===== config.mk =====
export PLATFORM = sky130hd
export DESIGN_NAME = awt_cmd_top
export DESIGN_NICKNAME = d
export VERILOG_FILES = /design/src/awt_pkg.sv /design/src/awt_buf_if.sv /design/src/awt_sector_buf.sv /design/src/awt_cmd_top.sv
export SDC_FILE = /design/constraint.sdc
export NUM_CORES = 2
export LEC_CHECK = 0
export BUFFER_PORTS_ARGS = -buffer_cell sky130_fd_sc_hd__clkbuf_2
export CORE_MARGIN = 1.5
export CORE_UTILIZATION = 45
export CTS_BUF_LIST = sky130_fd_sc_hd__clkbuf_4
export CTS_CLUSTER_DIAMETER = 50
export DETAILED_ROUTE_END_ITERATION = 6
export PLACE_DENSITY_LB_ADDON = 0.15
export SKIP_CTS_REPAIR_TIMING = 1
export SYNTH_ARGS = -nofsm -noshare
export SYNTH_HDL_FRONTEND = slang
export SYNTH_SLANG_ARGS = --single-unit

===== constraint.sdc =====
create_clock -name clk -period 26.1 [get_ports clk]
set_input_delay 1.305 -clock clk [delete_from_list [all_inputs] [get_ports clk]]
set_output_delay 1.305 -clock clk [all_outputs]
set_load 0.05 [all_outputs]

===== src/awt_pkg.sv =====
// Constants shared by the write and translate command logic
package awt_pkg;
   // ------------------------------------------------------------
   // Task file register indices
   // ------------------------------------------------------------
   localparam logic [3:0] REG_DATA = 4'h0;
   localparam logic [3:0] REG_ERR  = 4'h1;
   localparam logic [3:0] REG_SCNT = 4'h2;
   localparam logic [3:0] REG_SNUM = 4'h3;
   localparam logic [3:0] REG_CYLL = 4'h4;
   localparam logic [3:0] REG_CYLH = 4'h5;
   localparam logic [3:0] REG_DRVH = 4'h6;
   localparam logic [3:0] REG_CMD  = 4'h7;
   localparam logic [3:0] REG_CFG  = 4'h8;
   localparam logic [3:0] REG_MULT = 4'h9;
   localparam logic [3:0] REG_MMAX = 4'hA;

   // ------------------------------------------------------------
   // Opcodes
   // ------------------------------------------------------------
   localparam logic [7:0] CMD_XLAT = 8'h87;
   localparam logic [7:0] CMD_WEAR = 8'hF5;
   localparam logic [7:0] CMD_WBUF = 8'hE8;
   localparam logic [7:0] CMD_WDMA = 8'hCA;
   localparam logic [7:0] CMD_WMUL = 8'hC5;
   localparam logic [7:0] CMD_WMNE = 8'hCD;

   // ------------------------------------------------------------
   // Status and error bit positions, field values
   // ------------------------------------------------------------
   localparam int ST_BSY    = 7;
   localparam int ST_RDY    = 6;
   localparam int ST_DRQ    = 3;
   localparam int ST_ERR    = 0;
   localparam int ER_ABRT   = 2;
   localparam int ER_MEDIA  = 6;
   localparam int CFG_8BIT  = 0;
   localparam logic [7:0] MULT_MAX   = 8'h01;
   localparam logic [7:0] BYTE_ZERO  = 8'h00;
   localparam logic [7:0] ERASED_VAL = 8'hFF;
   localparam logic [7:0] WORD_LAST  = 8'hFF;
   localparam logic [8:0] SEC_MAX    = 9'h100;
   localparam logic [8:0] SEC_ONE    = 9'h001;

   // ------------------------------------------------------------
   // Translation block byte offsets
   // ------------------------------------------------------------
   localparam logic [8:0] XO_CYLH = 9'h000;
   localparam logic [8:0] XO_CYLL = 9'h001;
   localparam logic [8:0] XO_HEAD = 9'h002;
   localparam logic [8:0] XO_SECT = 9'h003;
   localparam logic [8:0] XO_LBA2 = 9'h004;
   localparam logic [8:0] XO_LBA1 = 9'h005;
   localparam logic [8:0] XO_LBA0 = 9'h006;
   localparam logic [8:0] XO_ERAS = 9'h013;
   localparam logic [8:0] XO_HOT2 = 9'h018;
   localparam logic [8:0] XO_HOT1 = 9'h019;
   localparam logic [8:0] XO_HOT0 = 9'h01A;

   // ------------------------------------------------------------
   // Timing
   // ------------------------------------------------------------
   localparam int CLK_NS    = 10;
   localparam int T_BSY_NS  = 400;
   localparam int T_BSY_CYC = T_BSY_NS / CLK_NS;

   typedef enum logic [5:0] {
      S_IDLE = 6'b000001,
      S_BUSY = 6'b000010,
      S_PIOW = 6'b000100,
      S_DMAW = 6'b001000,
      S_PROG = 6'b010000,
      S_XRD  = 6'b100000
   } awt_state_t;
endpackage


===== src/awt_buf_if.sv =====
// Sector buffer access bundle
`timescale 1ns/10ps
interface awt_buf_if;
   logic        wrEn;
   logic [7:0]  wrAddr;
   logic [15:0] wrData;
   logic [7:0]  rdAddr;
   logic [15:0] rdData;
   modport ctl (output wrEn, wrAddr, wrData, rdAddr, input rdData);
   modport mem (input wrEn, wrAddr, wrData, rdAddr, output rdData);
endinterface


===== src/awt_sector_buf.sv =====
// 512-byte sector buffer, one write and one registered read port
`timescale 1ns/10ps
module awt_sector_buf (
   // Clock
   input wire logic clk,
   // Buffer access
   awt_buf_if.mem   bus
);
   logic [15:0] mem [256];

   always_ff @(posedge clk) begin
      if (bus.wrEn) begin
         mem[bus.wrAddr] <= bus.wrData;
      end
      bus.rdData <= mem[bus.rdAddr];
   end
endmodule


===== src/awt_cmd_top.sv =====
// Write and sector translation command interpreter of the task file controller
//
// The address-and-strobe port and the register offsets were chosen for this implementation.
`timescale 1ns/10ps
module awt_cmd_top (
   // Clock and reset
   input  wire logic        clk,
   input  wire logic        srst,
   // Task file register port
   input  wire logic [3:0]  regAddr,
   input  wire logic [15:0] regWrData,
   input  wire logic        regWr,
   input  wire logic        regRd,
   output logic      [15:0] regRdData,
   // Host interrupt line
   output logic             intrq,
   // DMA handshake
   output logic             dmaReq,
   input  wire logic        dmaAckN,
   input  wire logic        dmaWrStb,
   input  wire logic [15:0] dmaData,
   // Flash programming handshake
   output logic             flashReq,
   output logic      [27:0] flashLba,
   output logic             flashNoErase,
   input  wire logic        flashAck,
   input  wire logic        flashErr,
   input  wire logic [7:0]  flashBufAddr,
   output logic      [15:0] flashBufData,
   // Sector translation data from media manager
   input  wire logic [15:0] xlatCyl,
   input  wire logic [3:0]  xlatHead,
   input  wire logic [7:0]  xlatSec,
   input  wire logic        xlatErased,
   input  wire logic [23:0] xlatHotCount
);
   awt_pkg::awt_state_t state_reg;
   logic [7:0]  cmd_reg;
   logic [7:0]  secCnt_reg;
   logic [7:0]  secNum_reg;
   logic [7:0]  cylLo_reg;
   logic [7:0]  cylHi_reg;
   logic [7:0]  drvHead_reg;
   logic [7:0]  errReg_reg;
   logic        bsy_reg;
   logic        drq_reg;
   logic        errBit_reg;
   logic        intrq_reg;
   logic        cfg8_reg;
   logic [7:0]  multCnt_reg;
   logic [7:0]  wordIdx_reg;
   logic [8:0]  secLeft_reg;
   logic [8:0]  blkLeft_reg;
   logic        dmaReq_reg;
   logic        flashReq_reg;
   logic [27:0] flashLba_reg;
   logic        noErase_reg;
   logic [15:0] rdData_reg;

   awt_buf_if buf_if ();

   awt_sector_buf u_buf (
      .clk (clk),
      .bus (buf_if.mem)
   );

   // ------------------------------------------------------------
   // Decoding
   // ------------------------------------------------------------
   wire        stIdle    = (state_reg == awt_pkg::S_IDLE);
   wire        stPioW    = (state_reg == awt_pkg::S_PIOW);
   wire        stDmaW    = (state_reg == awt_pkg::S_DMAW);
   wire        stXrd     = (state_reg == awt_pkg::S_XRD);
   wire        taskWrOk  = regWr && stIdle;
   wire        cmdAccept = taskWrOk && (regAddr == awt_pkg::REG_CMD);
   wire        dataWr    = regWr && (regAddr == awt_pkg::REG_DATA) && stPioW && drq_reg;
   wire        dataRd    = regRd && (regAddr == awt_pkg::REG_DATA) && stXrd && drq_reg;
   wire        dmaWord   = stDmaW && dmaReq_reg && !dmaAckN && dmaWrStb;
   wire        statusRd  = regRd && (regAddr == awt_pkg::REG_CMD);
   wire        lastWord  = (wordIdx_reg == awt_pkg::WORD_LAST);
   wire        multEn    = (multCnt_reg != awt_pkg::BYTE_ZERO);
   wire        isMult    = (cmd_reg == awt_pkg::CMD_WMUL) || (cmd_reg == awt_pkg::CMD_WMNE);
   wire [27:0] curLba    = {drvHead_reg[3:0], cylHi_reg, cylLo_reg, secNum_reg};
   wire [27:0] lbaNext   = curLba + 28'h0000001;
   // Zero count means the full 256 sectors
   wire [8:0]  secTotal  = (secCnt_reg == awt_pkg::BYTE_ZERO) ? awt_pkg::SEC_MAX
                                                              : {1'b0, secCnt_reg};
   wire [8:0]  secLeftDec = secLeft_reg - awt_pkg::SEC_ONE;
   wire [8:0]  multSize   = {1'b0, multCnt_reg};
   // Full blocks first, leftover forms the final partial block
   wire [8:0]  blkFirst   = (secTotal < multSize) ? secTotal : multSize;
   wire [8:0]  blkNext    = (secLeftDec < multSize) ? secLeftDec : multSize;

   assign buf_if.wrEn   = dataWr || dmaWord;
   assign buf_if.wrAddr = wordIdx_reg;
   assign buf_if.wrData = dmaWord ? dmaData : regWrData;
   assign buf_if.rdAddr = flashBufAddr;

   // ------------------------------------------------------------
   // Translation block contents
   // ------------------------------------------------------------
   // Sources passed as arguments so the word follows every one of them
   function automatic logic [7:0] xlatByte(input logic [8:0]  off,
                                           input logic [15:0] cyl,
                                           input logic [3:0]  head,
                                           input logic [7:0]  sec,
                                           input logic        erased,
                                           input logic [23:0] hot,
                                           input logic [27:0] lba);
      logic [7:0] b;
      b = awt_pkg::BYTE_ZERO;
      if (off == awt_pkg::XO_CYLH) begin
         b = cyl[15:8];
      end else if (off == awt_pkg::XO_CYLL) begin
         b = cyl[7:0];
      end else if (off == awt_pkg::XO_HEAD) begin
         b = {4'h0, head};
      end else if (off == awt_pkg::XO_SECT) begin
         b = sec;
      end else if (off == awt_pkg::XO_LBA2) begin
         b = lba[23:16];
      end else if (off == awt_pkg::XO_LBA1) begin
         b = lba[15:8];
      end else if (off == awt_pkg::XO_LBA0) begin
         b = lba[7:0];
      end else if (off == awt_pkg::XO_ERAS) begin
         b = erased ? awt_pkg::ERASED_VAL : awt_pkg::BYTE_ZERO;
      end else if (off == awt_pkg::XO_HOT2) begin
         b = hot[23:16];
      end else if (off == awt_pkg::XO_HOT1) begin
         b = hot[15:8];
      end else if (off == awt_pkg::XO_HOT0) begin
         b = hot[7:0];
      end
      return b;
   endfunction

   // Low byte carries the even offset, as on the data register
   wire [7:0]  xlatHi = xlatByte({wordIdx_reg, 1'b1}, xlatCyl, xlatHead, xlatSec, xlatErased, xlatHotCount, curLba);
   wire [7:0]  xlatLo = xlatByte({wordIdx_reg, 1'b0}, xlatCyl, xlatHead, xlatSec, xlatErased, xlatHotCount, curLba);
   wire [15:0] xlatWord = {xlatHi, xlatLo};
   wire [7:0]  statusByte = {bsy_reg, !bsy_reg, 2'b00, drq_reg, 2'b00, errBit_reg};

   wire [15:0] rdMux =
      (regAddr == awt_pkg::REG_DATA) ? (stXrd ? xlatWord : 16'h0000) :
      (regAddr == awt_pkg::REG_ERR)  ? {8'h00, errReg_reg} :
      (regAddr == awt_pkg::REG_SCNT) ? {8'h00, secCnt_reg} :
      (regAddr == awt_pkg::REG_SNUM) ? {8'h00, secNum_reg} :
      (regAddr == awt_pkg::REG_CYLL) ? {8'h00, cylLo_reg} :
      (regAddr == awt_pkg::REG_CYLH) ? {8'h00, cylHi_reg} :
      (regAddr == awt_pkg::REG_DRVH) ? {8'h00, drvHead_reg} :
      (regAddr == awt_pkg::REG_CMD)  ? {8'h00, statusByte} :
      (regAddr == awt_pkg::REG_CFG)  ? {15'h0000, cfg8_reg} :
      (regAddr == awt_pkg::REG_MULT) ? {8'h00, multCnt_reg} :
      (regAddr == awt_pkg::REG_MMAX) ? {8'h00, awt_pkg::MULT_MAX} :
      16'h0000;

   always_ff @(posedge clk) begin
      if (srst) begin
         rdData_reg <= 16'h0000;
      end else if (regRd) begin
         rdData_reg <= rdMux;
      end
   end

   // ------------------------------------------------------------
   // Command sequencer
   // ------------------------------------------------------------
   always_ff @(posedge clk) begin
      if (srst) begin
         state_reg    <= awt_pkg::S_IDLE;
         cmd_reg      <= 8'h00;
         secCnt_reg   <= 8'h00;
         secNum_reg   <= 8'h00;
         cylLo_reg    <= 8'h00;
         cylHi_reg    <= 8'h00;
         drvHead_reg  <= 8'h00;
         errReg_reg   <= 8'h00;
         bsy_reg      <= 1'b0;
         drq_reg      <= 1'b0;
         errBit_reg   <= 1'b0;
         intrq_reg    <= 1'b0;
         cfg8_reg     <= 1'b0;
         multCnt_reg  <= 8'h00;
         wordIdx_reg  <= 8'h00;
         secLeft_reg  <= 9'h000;
         blkLeft_reg  <= 9'h000;
         dmaReq_reg   <= 1'b0;
         flashReq_reg <= 1'b0;
         flashLba_reg <= 28'h0000000;
         noErase_reg  <= 1'b0;
      end else begin
         // Status read drops the line; a same-cycle event below wins
         if (statusRd) begin
            intrq_reg <= 1'b0;
         end
         if (taskWrOk) begin
            if (regAddr == awt_pkg::REG_SCNT) begin
               secCnt_reg <= regWrData[7:0];
            end else if (regAddr == awt_pkg::REG_SNUM) begin
               secNum_reg <= regWrData[7:0];
            end else if (regAddr == awt_pkg::REG_CYLL) begin
               cylLo_reg <= regWrData[7:0];
            end else if (regAddr == awt_pkg::REG_CYLH) begin
               cylHi_reg <= regWrData[7:0];
            end else if (regAddr == awt_pkg::REG_DRVH) begin
               drvHead_reg <= regWrData[7:0];
            end else if (regAddr == awt_pkg::REG_CFG) begin
               cfg8_reg <= regWrData[awt_pkg::CFG_8BIT];
            end else if (regAddr == awt_pkg::REG_MULT) begin
               // Unsupported sizes leave multiple mode disabled
               multCnt_reg <= (regWrData[7:0] == awt_pkg::MULT_MAX) ? awt_pkg::MULT_MAX : 8'h00;
            end
         end
         case (state_reg)
            awt_pkg::S_IDLE: begin
               if (cmdAccept) begin
                  cmd_reg    <= regWrData[7:0];
                  bsy_reg    <= 1'b1;
                  errBit_reg <= 1'b0;
                  errReg_reg <= 8'h00;
                  intrq_reg  <= 1'b0;
                  state_reg  <= awt_pkg::S_BUSY;
               end
            end
            awt_pkg::S_BUSY: begin
               wordIdx_reg <= 8'h00;
               if (cmd_reg == awt_pkg::CMD_XLAT) begin
                  bsy_reg   <= 1'b0;
                  drq_reg   <= 1'b1;
                  intrq_reg <= 1'b1;
                  state_reg <= awt_pkg::S_XRD;
               end else if (cmd_reg == awt_pkg::CMD_WEAR) begin
                  secCnt_reg <= 8'h00;
                  bsy_reg    <= 1'b0;
                  intrq_reg  <= 1'b1;
                  state_reg  <= awt_pkg::S_IDLE;
               end else if (cmd_reg == awt_pkg::CMD_WBUF) begin
                  secLeft_reg <= awt_pkg::SEC_ONE;
                  bsy_reg     <= 1'b0;
                  drq_reg     <= 1'b1;
                  state_reg   <= awt_pkg::S_PIOW;
               end else if ((cmd_reg == awt_pkg::CMD_WDMA) && !cfg8_reg) begin
                  // Busy held through the whole transfer
                  secLeft_reg <= secTotal;
                  dmaReq_reg  <= 1'b1;
                  state_reg   <= awt_pkg::S_DMAW;
               end else if (isMult && multEn) begin
                  secLeft_reg <= secTotal;
                  blkLeft_reg <= blkFirst;
                  noErase_reg <= (cmd_reg == awt_pkg::CMD_WMNE);
                  bsy_reg     <= 1'b0;
                  drq_reg     <= 1'b1;
                  state_reg   <= awt_pkg::S_PIOW;
               end else begin
                  // 8-bit DMA, unset multiple mode and unknown opcodes
                  errBit_reg <= 1'b1;
                  errReg_reg <= 8'h01 << awt_pkg::ER_ABRT;
                  bsy_reg    <= 1'b0;
                  intrq_reg  <= 1'b1;
                  state_reg  <= awt_pkg::S_IDLE;
               end
            end
            awt_pkg::S_PIOW: begin
               if (dataWr) begin
                  wordIdx_reg <= wordIdx_reg + 8'h01;
                  if (lastWord) begin
                     drq_reg <= 1'b0;
                     if (cmd_reg == awt_pkg::CMD_WBUF) begin
                        intrq_reg <= 1'b1;
                        state_reg <= awt_pkg::S_IDLE;
                     end else begin
                        bsy_reg      <= 1'b1;
                        flashReq_reg <= 1'b1;
                        flashLba_reg <= curLba;
                        state_reg    <= awt_pkg::S_PROG;
                     end
                  end
               end
            end
            awt_pkg::S_DMAW: begin
               if (dmaWord) begin
                  wordIdx_reg <= wordIdx_reg + 8'h01;
                  if (lastWord) begin
                     dmaReq_reg   <= 1'b0;
                     flashReq_reg <= 1'b1;
                     flashLba_reg <= curLba;
                     state_reg    <= awt_pkg::S_PROG;
                  end
               end
            end
            awt_pkg::S_PROG: begin
               if (flashAck) begin
                  flashReq_reg <= 1'b0;
                  wordIdx_reg  <= 8'h00;
                  if (flashErr) begin
                     // Address and count left pointing at the failed sector
                     errBit_reg <= 1'b1;
                     errReg_reg <= 8'h01 << awt_pkg::ER_MEDIA;
                     bsy_reg    <= 1'b0;
                     intrq_reg  <= 1'b1;
                     state_reg  <= awt_pkg::S_IDLE;
                  end else begin
                     secNum_reg       <= lbaNext[7:0];
                     cylLo_reg        <= lbaNext[15:8];
                     cylHi_reg        <= lbaNext[23:16];
                     drvHead_reg[3:0] <= lbaNext[27:24];
                     secCnt_reg       <= secCnt_reg - 8'h01;
                     secLeft_reg      <= secLeftDec;
                     if (secLeft_reg == awt_pkg::SEC_ONE) begin
                        bsy_reg   <= 1'b0;
                        intrq_reg <= 1'b1;
                        state_reg <= awt_pkg::S_IDLE;
                     end else if (cmd_reg == awt_pkg::CMD_WDMA) begin
                        dmaReq_reg <= 1'b1;
                        state_reg  <= awt_pkg::S_DMAW;
                     end else begin
                        bsy_reg   <= 1'b0;
                        drq_reg   <= 1'b1;
                        state_reg <= awt_pkg::S_PIOW;
                        if (blkLeft_reg == awt_pkg::SEC_ONE) begin
                           blkLeft_reg <= blkNext;
                           intrq_reg   <= 1'b1;
                        end else begin
                           blkLeft_reg <= blkLeft_reg - awt_pkg::SEC_ONE;
                        end
                     end
                  end
               end
            end
            awt_pkg::S_XRD: begin
               if (dataRd) begin
                  wordIdx_reg <= wordIdx_reg + 8'h01;
                  if (lastWord) begin
                     drq_reg   <= 1'b0;
                     state_reg <= awt_pkg::S_IDLE;
                  end
               end
            end
            default: begin
               state_reg <= awt_pkg::S_IDLE;
            end
         endcase
      end
   end

   assign regRdData    = rdData_reg;
   assign intrq        = intrq_reg;
   assign dmaReq       = dmaReq_reg;
   assign flashReq     = flashReq_reg;
   assign flashLba     = flashLba_reg;
   assign flashNoErase = noErase_reg;
   assign flashBufData = buf_if.rdData;

   // ------------------------------------------------------------
   // Checks
   // ------------------------------------------------------------
   localparam int BSY_CYC = awt_pkg::T_BSY_CYC;
endmodule


# Word-level counts from Yosys, hierarchy flattened
# Memories as Yosys holds them, arrays and structs flattened. A register that Yosys moved wholly into a read port is not among the register bits.
# Index checks and enable logic that the tools add are counted.
# op_classes
mux,191
eq_ne,59
n_lt_le_gt_ge,2
reduce_logical,46
bitwise,10
addsub,5
# ops
operator,count
two-way mux 8 bit,60
two-way mux 9 bit,20
two-way mux 28 bit,5
two-way mux 1 bit,64
two-way mux 4 bit,15
equality test 8 bit (second input constant),7
one-hot mux 28 bit (2 select lines),1
two-way mux 6 bit,9
two-way mux 16 bit,3
one-hot mux 8 bit (5 select lines),1
one-hot mux 6 bit (6 select lines),1
one-hot mux 9 bit (2 select lines),2
adder 28 x 1 -> 28 bit (second input constant),1
!= test 2 bit (second input constant),14
equality test 8 x 4 -> 1 bit (second input constant),3
one-hot mux 8 bit (3 select lines),1
AND reduction 6 bit,4
AND reduction 8 bit,3
AND reduction 10 bit,2
equality test 9 x 1 -> 1 bit (second input constant),2
less-than comparator 9 x 8 -> 1 bit,2
subtractor 9 x 1 -> 9 bit (second input constant),2
equality test 4 x 3 -> 1 bit (second input constant),4
equality test 8 x 1 -> 1 bit (second input constant),2
other kinds (37),85
# word_totals
ff_bits,148
inputBits,105
memories,1
output_inout_bits,64
ram_bits,4096
# memory_table
name,depth,width,read_ports,rd_ports_with_merged_regs,write_ports,line_no,rtl
u_buf.mem,256,16,1,1,1,awt_sector_buf.sv:9,logic [15:0] mem [256];

# Logic depth before layout (Yosys ltp)
# logic_depth
ltp_word,12
mapped_depth,13
ltp_nobuf,10

# Hierarchy
# A second synthesis with hierarchy kept.
# unflattened
hier_cells,8495
area_unflattened_um2,167481.9
# modules_own_cells
mod,n_inst,seq_area_each_um2,area_each_um2,cells_each
awt_sector_buf,1,123318.3,158712.2,7360
awt_cmd_top,1,2702.6,8769.7,1135

# Worst setup path after synthesis
# No wires, ideal clock.
# synth_timing
kind,input port to flip-flop
startpoint,in dmaAckN
endpoint,mem u_buf.mem[0][7] (data pin)
path_stages,4
path_slack_ps,12157
arrival_ps,11752
path_buffers,1
setup_time_ps,2191
cell_sequence,nand3b_1 -> nor2_2 -> clkbuf_1 -> o21ai_0
# synth_via
elab_chain_cells,4
# synth_rtl
element,line_no,rtl
start: declaration,awt_cmd_top.sv:19,"input wire logic dmaAckN,"
logical NOT 1 bit,awt_cmd_top.sv:78,wire dmaWord = stDmaW && dmaReq_reg && !dmaAckN && dmaWrStb;
logical AND 1 bit (2 in series),awt_cmd_top.sv:78,
two-way mux 16 bit,awt_cmd_top.sv:96,assign buf_if.wrData = dmaWord ? dmaData : regWrData;
named net buf_if.wrData[7],awt_buf_if.sv:6,logic [15:0] wrData;
end: declaration,awt_sector_buf.sv:9,
# The timed path passes the listed nets, and every way through them passes these cells.

==> results.sh <==
export IMPL_antenna_found_initial=45
export IMPL_grt_overflow=0
export IMPL_final_common_cell="edfxtp_1"
export IMPL_synth_nets=8537
export IMPL_min_to="regRdData[0]"
export IMPL_cp_end_kind="flip-flop"
export IMPL_grt_max_degree=174
export IMPL_syn_mean_instance_area_um2=19.8
export IMPL_grt_pass1_wl_mm=681
export IMPL_setup_viol=0
export IMPL_hp_start="xlatCyl[8]"
export IMPL_track_usage_pct=25.9
export IMPL_rows=223
export IMPL_peakVddDrop_uv=47.1
export IMPL_skew_ns=0.120
export IMPL_rrSetupSlack_ns=21.28
export IMPL_synth_seq_cells=4247
export IMPL_finalNetCount=9811
export IMPL_required_ns=27.63
export IMPL_syn2layout_area_growth_pct=13.1
export IMPL_rsz0062_at_grt="false"
export IMPL_p_sw_mw=3.17
export IMPL_internal_power_mw=10.7
export IMPL_r2r_cells=7
export IMPL_async_reset_ff_share_pct=0
export IMPL_core_area_um2=369000
export IMPL_final_util_pct=51.1
export IMPL_grt_pass1_vias=93100
export IMPL_fp_dieW_um=611
export IMPL_min_period_ns=6.09
export IMPL_start_util_pct=45.2
export IMPL_cts_buffers=1180
export IMPL_cts_root_buf="clkbuf_4"
export IMPL_port_buffers=168
export IMPL_final_antenna_net_count=0
export IMPL_combPwrFrac_pct=5.2
export IMPL_finalHoldViolations=0
export IMPL_fin_ws_ns=20.01
export IMPL_r2r_start="state_reg[0]"
export IMPL_synth_distinct_cells=88
export IMPL_cts_tree="built"
export IMPL_arrival_ns=7.62
export IMPL_power_leakage_nw=61.5
export IMPL_wire_per_inst_um=31.3
export IMPL_largest_reg_flops=4096
export IMPL_fin_crit_sh_pct=23.3
export IMPL_worstPathMaxFanout=95
export IMPL_reg2reg_to="u_buf.mem[67][2]"
export IMPL_detailedPlace_worstSlack_ns=18.35
export IMPL_postSynthCellCount=8422
export IMPL_finalMaxSlewViolations=0
export IMPL_drtPass1Iterations=6
export IMPL_critPathKind="input port to flip-flop"
export IMPL_drc=0
export IMPL_worstMarginPinSlew_ns=1.39
export IMPL_power_density_nw_per_um2=73.7
export IMPL_yosysWarnings=0
export IMPL_synthFlopType="edfxtp_1"
export IMPL_layout_drive_gt1_share_pct=31.5
export IMPL_finalSetupTns_ns=0
export IMPL_maxCapViolCount=0
export IMPL_detail_route_iter0_violations=11500
export IMPL_clk_latency_ns=1.71
export IMPL_num_io_pins=169
export IMPL_hold_path_class="input port to flip-flop"
export IMPL_die_y_um=611
export IMPL_clockBufferDepth=5
export IMPL_syn_area_um2=167000
export IMPL_avgViaCountPerCell=6.00
export IMPL_seqPwrFrac_pct=54.0
export IMPL_die_area_um2=374000
export IMPL_num_vias=92500
export IMPL_hold_depth=3
export IMPL_wl_mm=483
export IMPL_synth_edf_count=4096
export IMPL_clk_pin_slew_ns=0.06
export IMPL_p_sw_share_pct=22.8
export IMPL_status="completed"
export IMPL_dp_hpwl_mm=283
export IMPL_worstSetupStartpointType="input port"
export IMPL_cts_sinks=4247
export IMPL_gp_congestion=0.885
export IMPL_slew_limit_headroom_pct=7.33
export IMPL_seq_area_frac_synth_pct=75.7
export IMPL_htreeDepth=7
export IMPL_timing_fmax_mhz=164
export IMPL_p_clk_share_pct=40.8
export IMPL_layout_common_cells="edfxtp_1 (4,096), clkbuf_4 (1,666), mux4_2 (838), mux2i_1 (541), buf_4 (411)"
-- metal layers --
metal,up-vias,global-route usage (%),routed length (µm)
li1,38300,-,-
met1,48600,36.5,200000
met2,4795,39.6,227000
met3,775,5.84,43100
met4,10,9.39,12700
met5,-,0,61
-- power groups by stage --
stage	clock [mW]	sequential [mW]	combinational (mW)
floorplan	0	7.66	0.424
global placement	0	7.64	0.718
detailed placement	0	7.64	0.727
CTS	5.81	7.49	0.728
global route	6.16	7.49	0.761
finish	5.67	7.49	0.726
-- how the worst max path moves through the flow --
| stage | from | to |
|---|---|---|
| after CTS | flashBufAddr[0] | u_buf.bus.rdData[14] |
| after global placement | flashBufAddr[0] | u_buf.bus.rdData[7] |
| after global routing | flashBufAddr[0] | u_buf.bus.rdData[14] |
| final | flashBufAddr[0] | u_buf.bus.rdData[14] |
| after detailed placement | flashBufAddr[0] | u_buf.bus.rdData[14] |
| after floorplan | dmaAckN | u_buf.mem[0][7] |
-- cells in the mapped netlist, types with 83 or more instances --
master / n / area, µm²
edfxtp_1: 4096 / 123000
mux2i_1: 542 / 5430
a21oi_1: 168 / 841
nand2_1: 265 / 995
nor2_1: 415 / 1560
o22ai_1: 212 / 1330
nor3_1: 215 / 1080
dfxtp_1: 151 / 3020
o221ai_1: 111 / 972
buf_2: 85 / 425
clkbuf_1: 239 / 897
o21ai_0: 119 / 596
mux4_2: 838 / 18900
nand3_1: 83 / 415
-- logic make-up after synthesis --
kind of cell	after synthesis	synth area share [%]
simple gates	1200	3.39
mux	1421	14.9
buf+inv	544	1.85
fa+ha+maj	10	0.0751
xor+xnor	11	0.0578
compound gates	989	4.08
flops	4247	75.7
-- stage by stage --
step | cells | instance area (µm²) | hold slack, ns | power [mW]
detailed placement | 13400 | 174000 | 0.448 | 8.37
floorplan | 8422 | 167000 | 0.434 | 8.08
global placement | 13400 | 174000 | 0.440 | 8.36
finish | 15400 | 188000 | 0.0804 | 13.9
global route | 15400 | 188000 | -0.0502 | 14.4
CTS | 15300 | 188000 | -0.282 | 14.0
-- worst max-delay path, cell delays in order --
cell and delay [ns]:
buf_12 0.33, buf_12 0.55, buf_4 0.72, buf_4 0.61, buf_4 0.76, mux2i_1 0.16, o22ai_1 0.29, o32ai_1 0.16
a211oi_1 0.73, and4_1 0.42, nand4_1 0.57, nor4_1 0.51
-- final cells by class --
class	count	area [µm²]
Fill cell	30100	180000
Sequential cell	4247	126000
Antenna cell	44	110
Clock inverter	231	1200
Timing Repair Buffer	606	4370
Tap cell	4950	6190
Clock buffer	1666	12500
Multi-Input combinational cell	3631	37900
Inverter	30	125
Power figures use the tool's default switching activity.
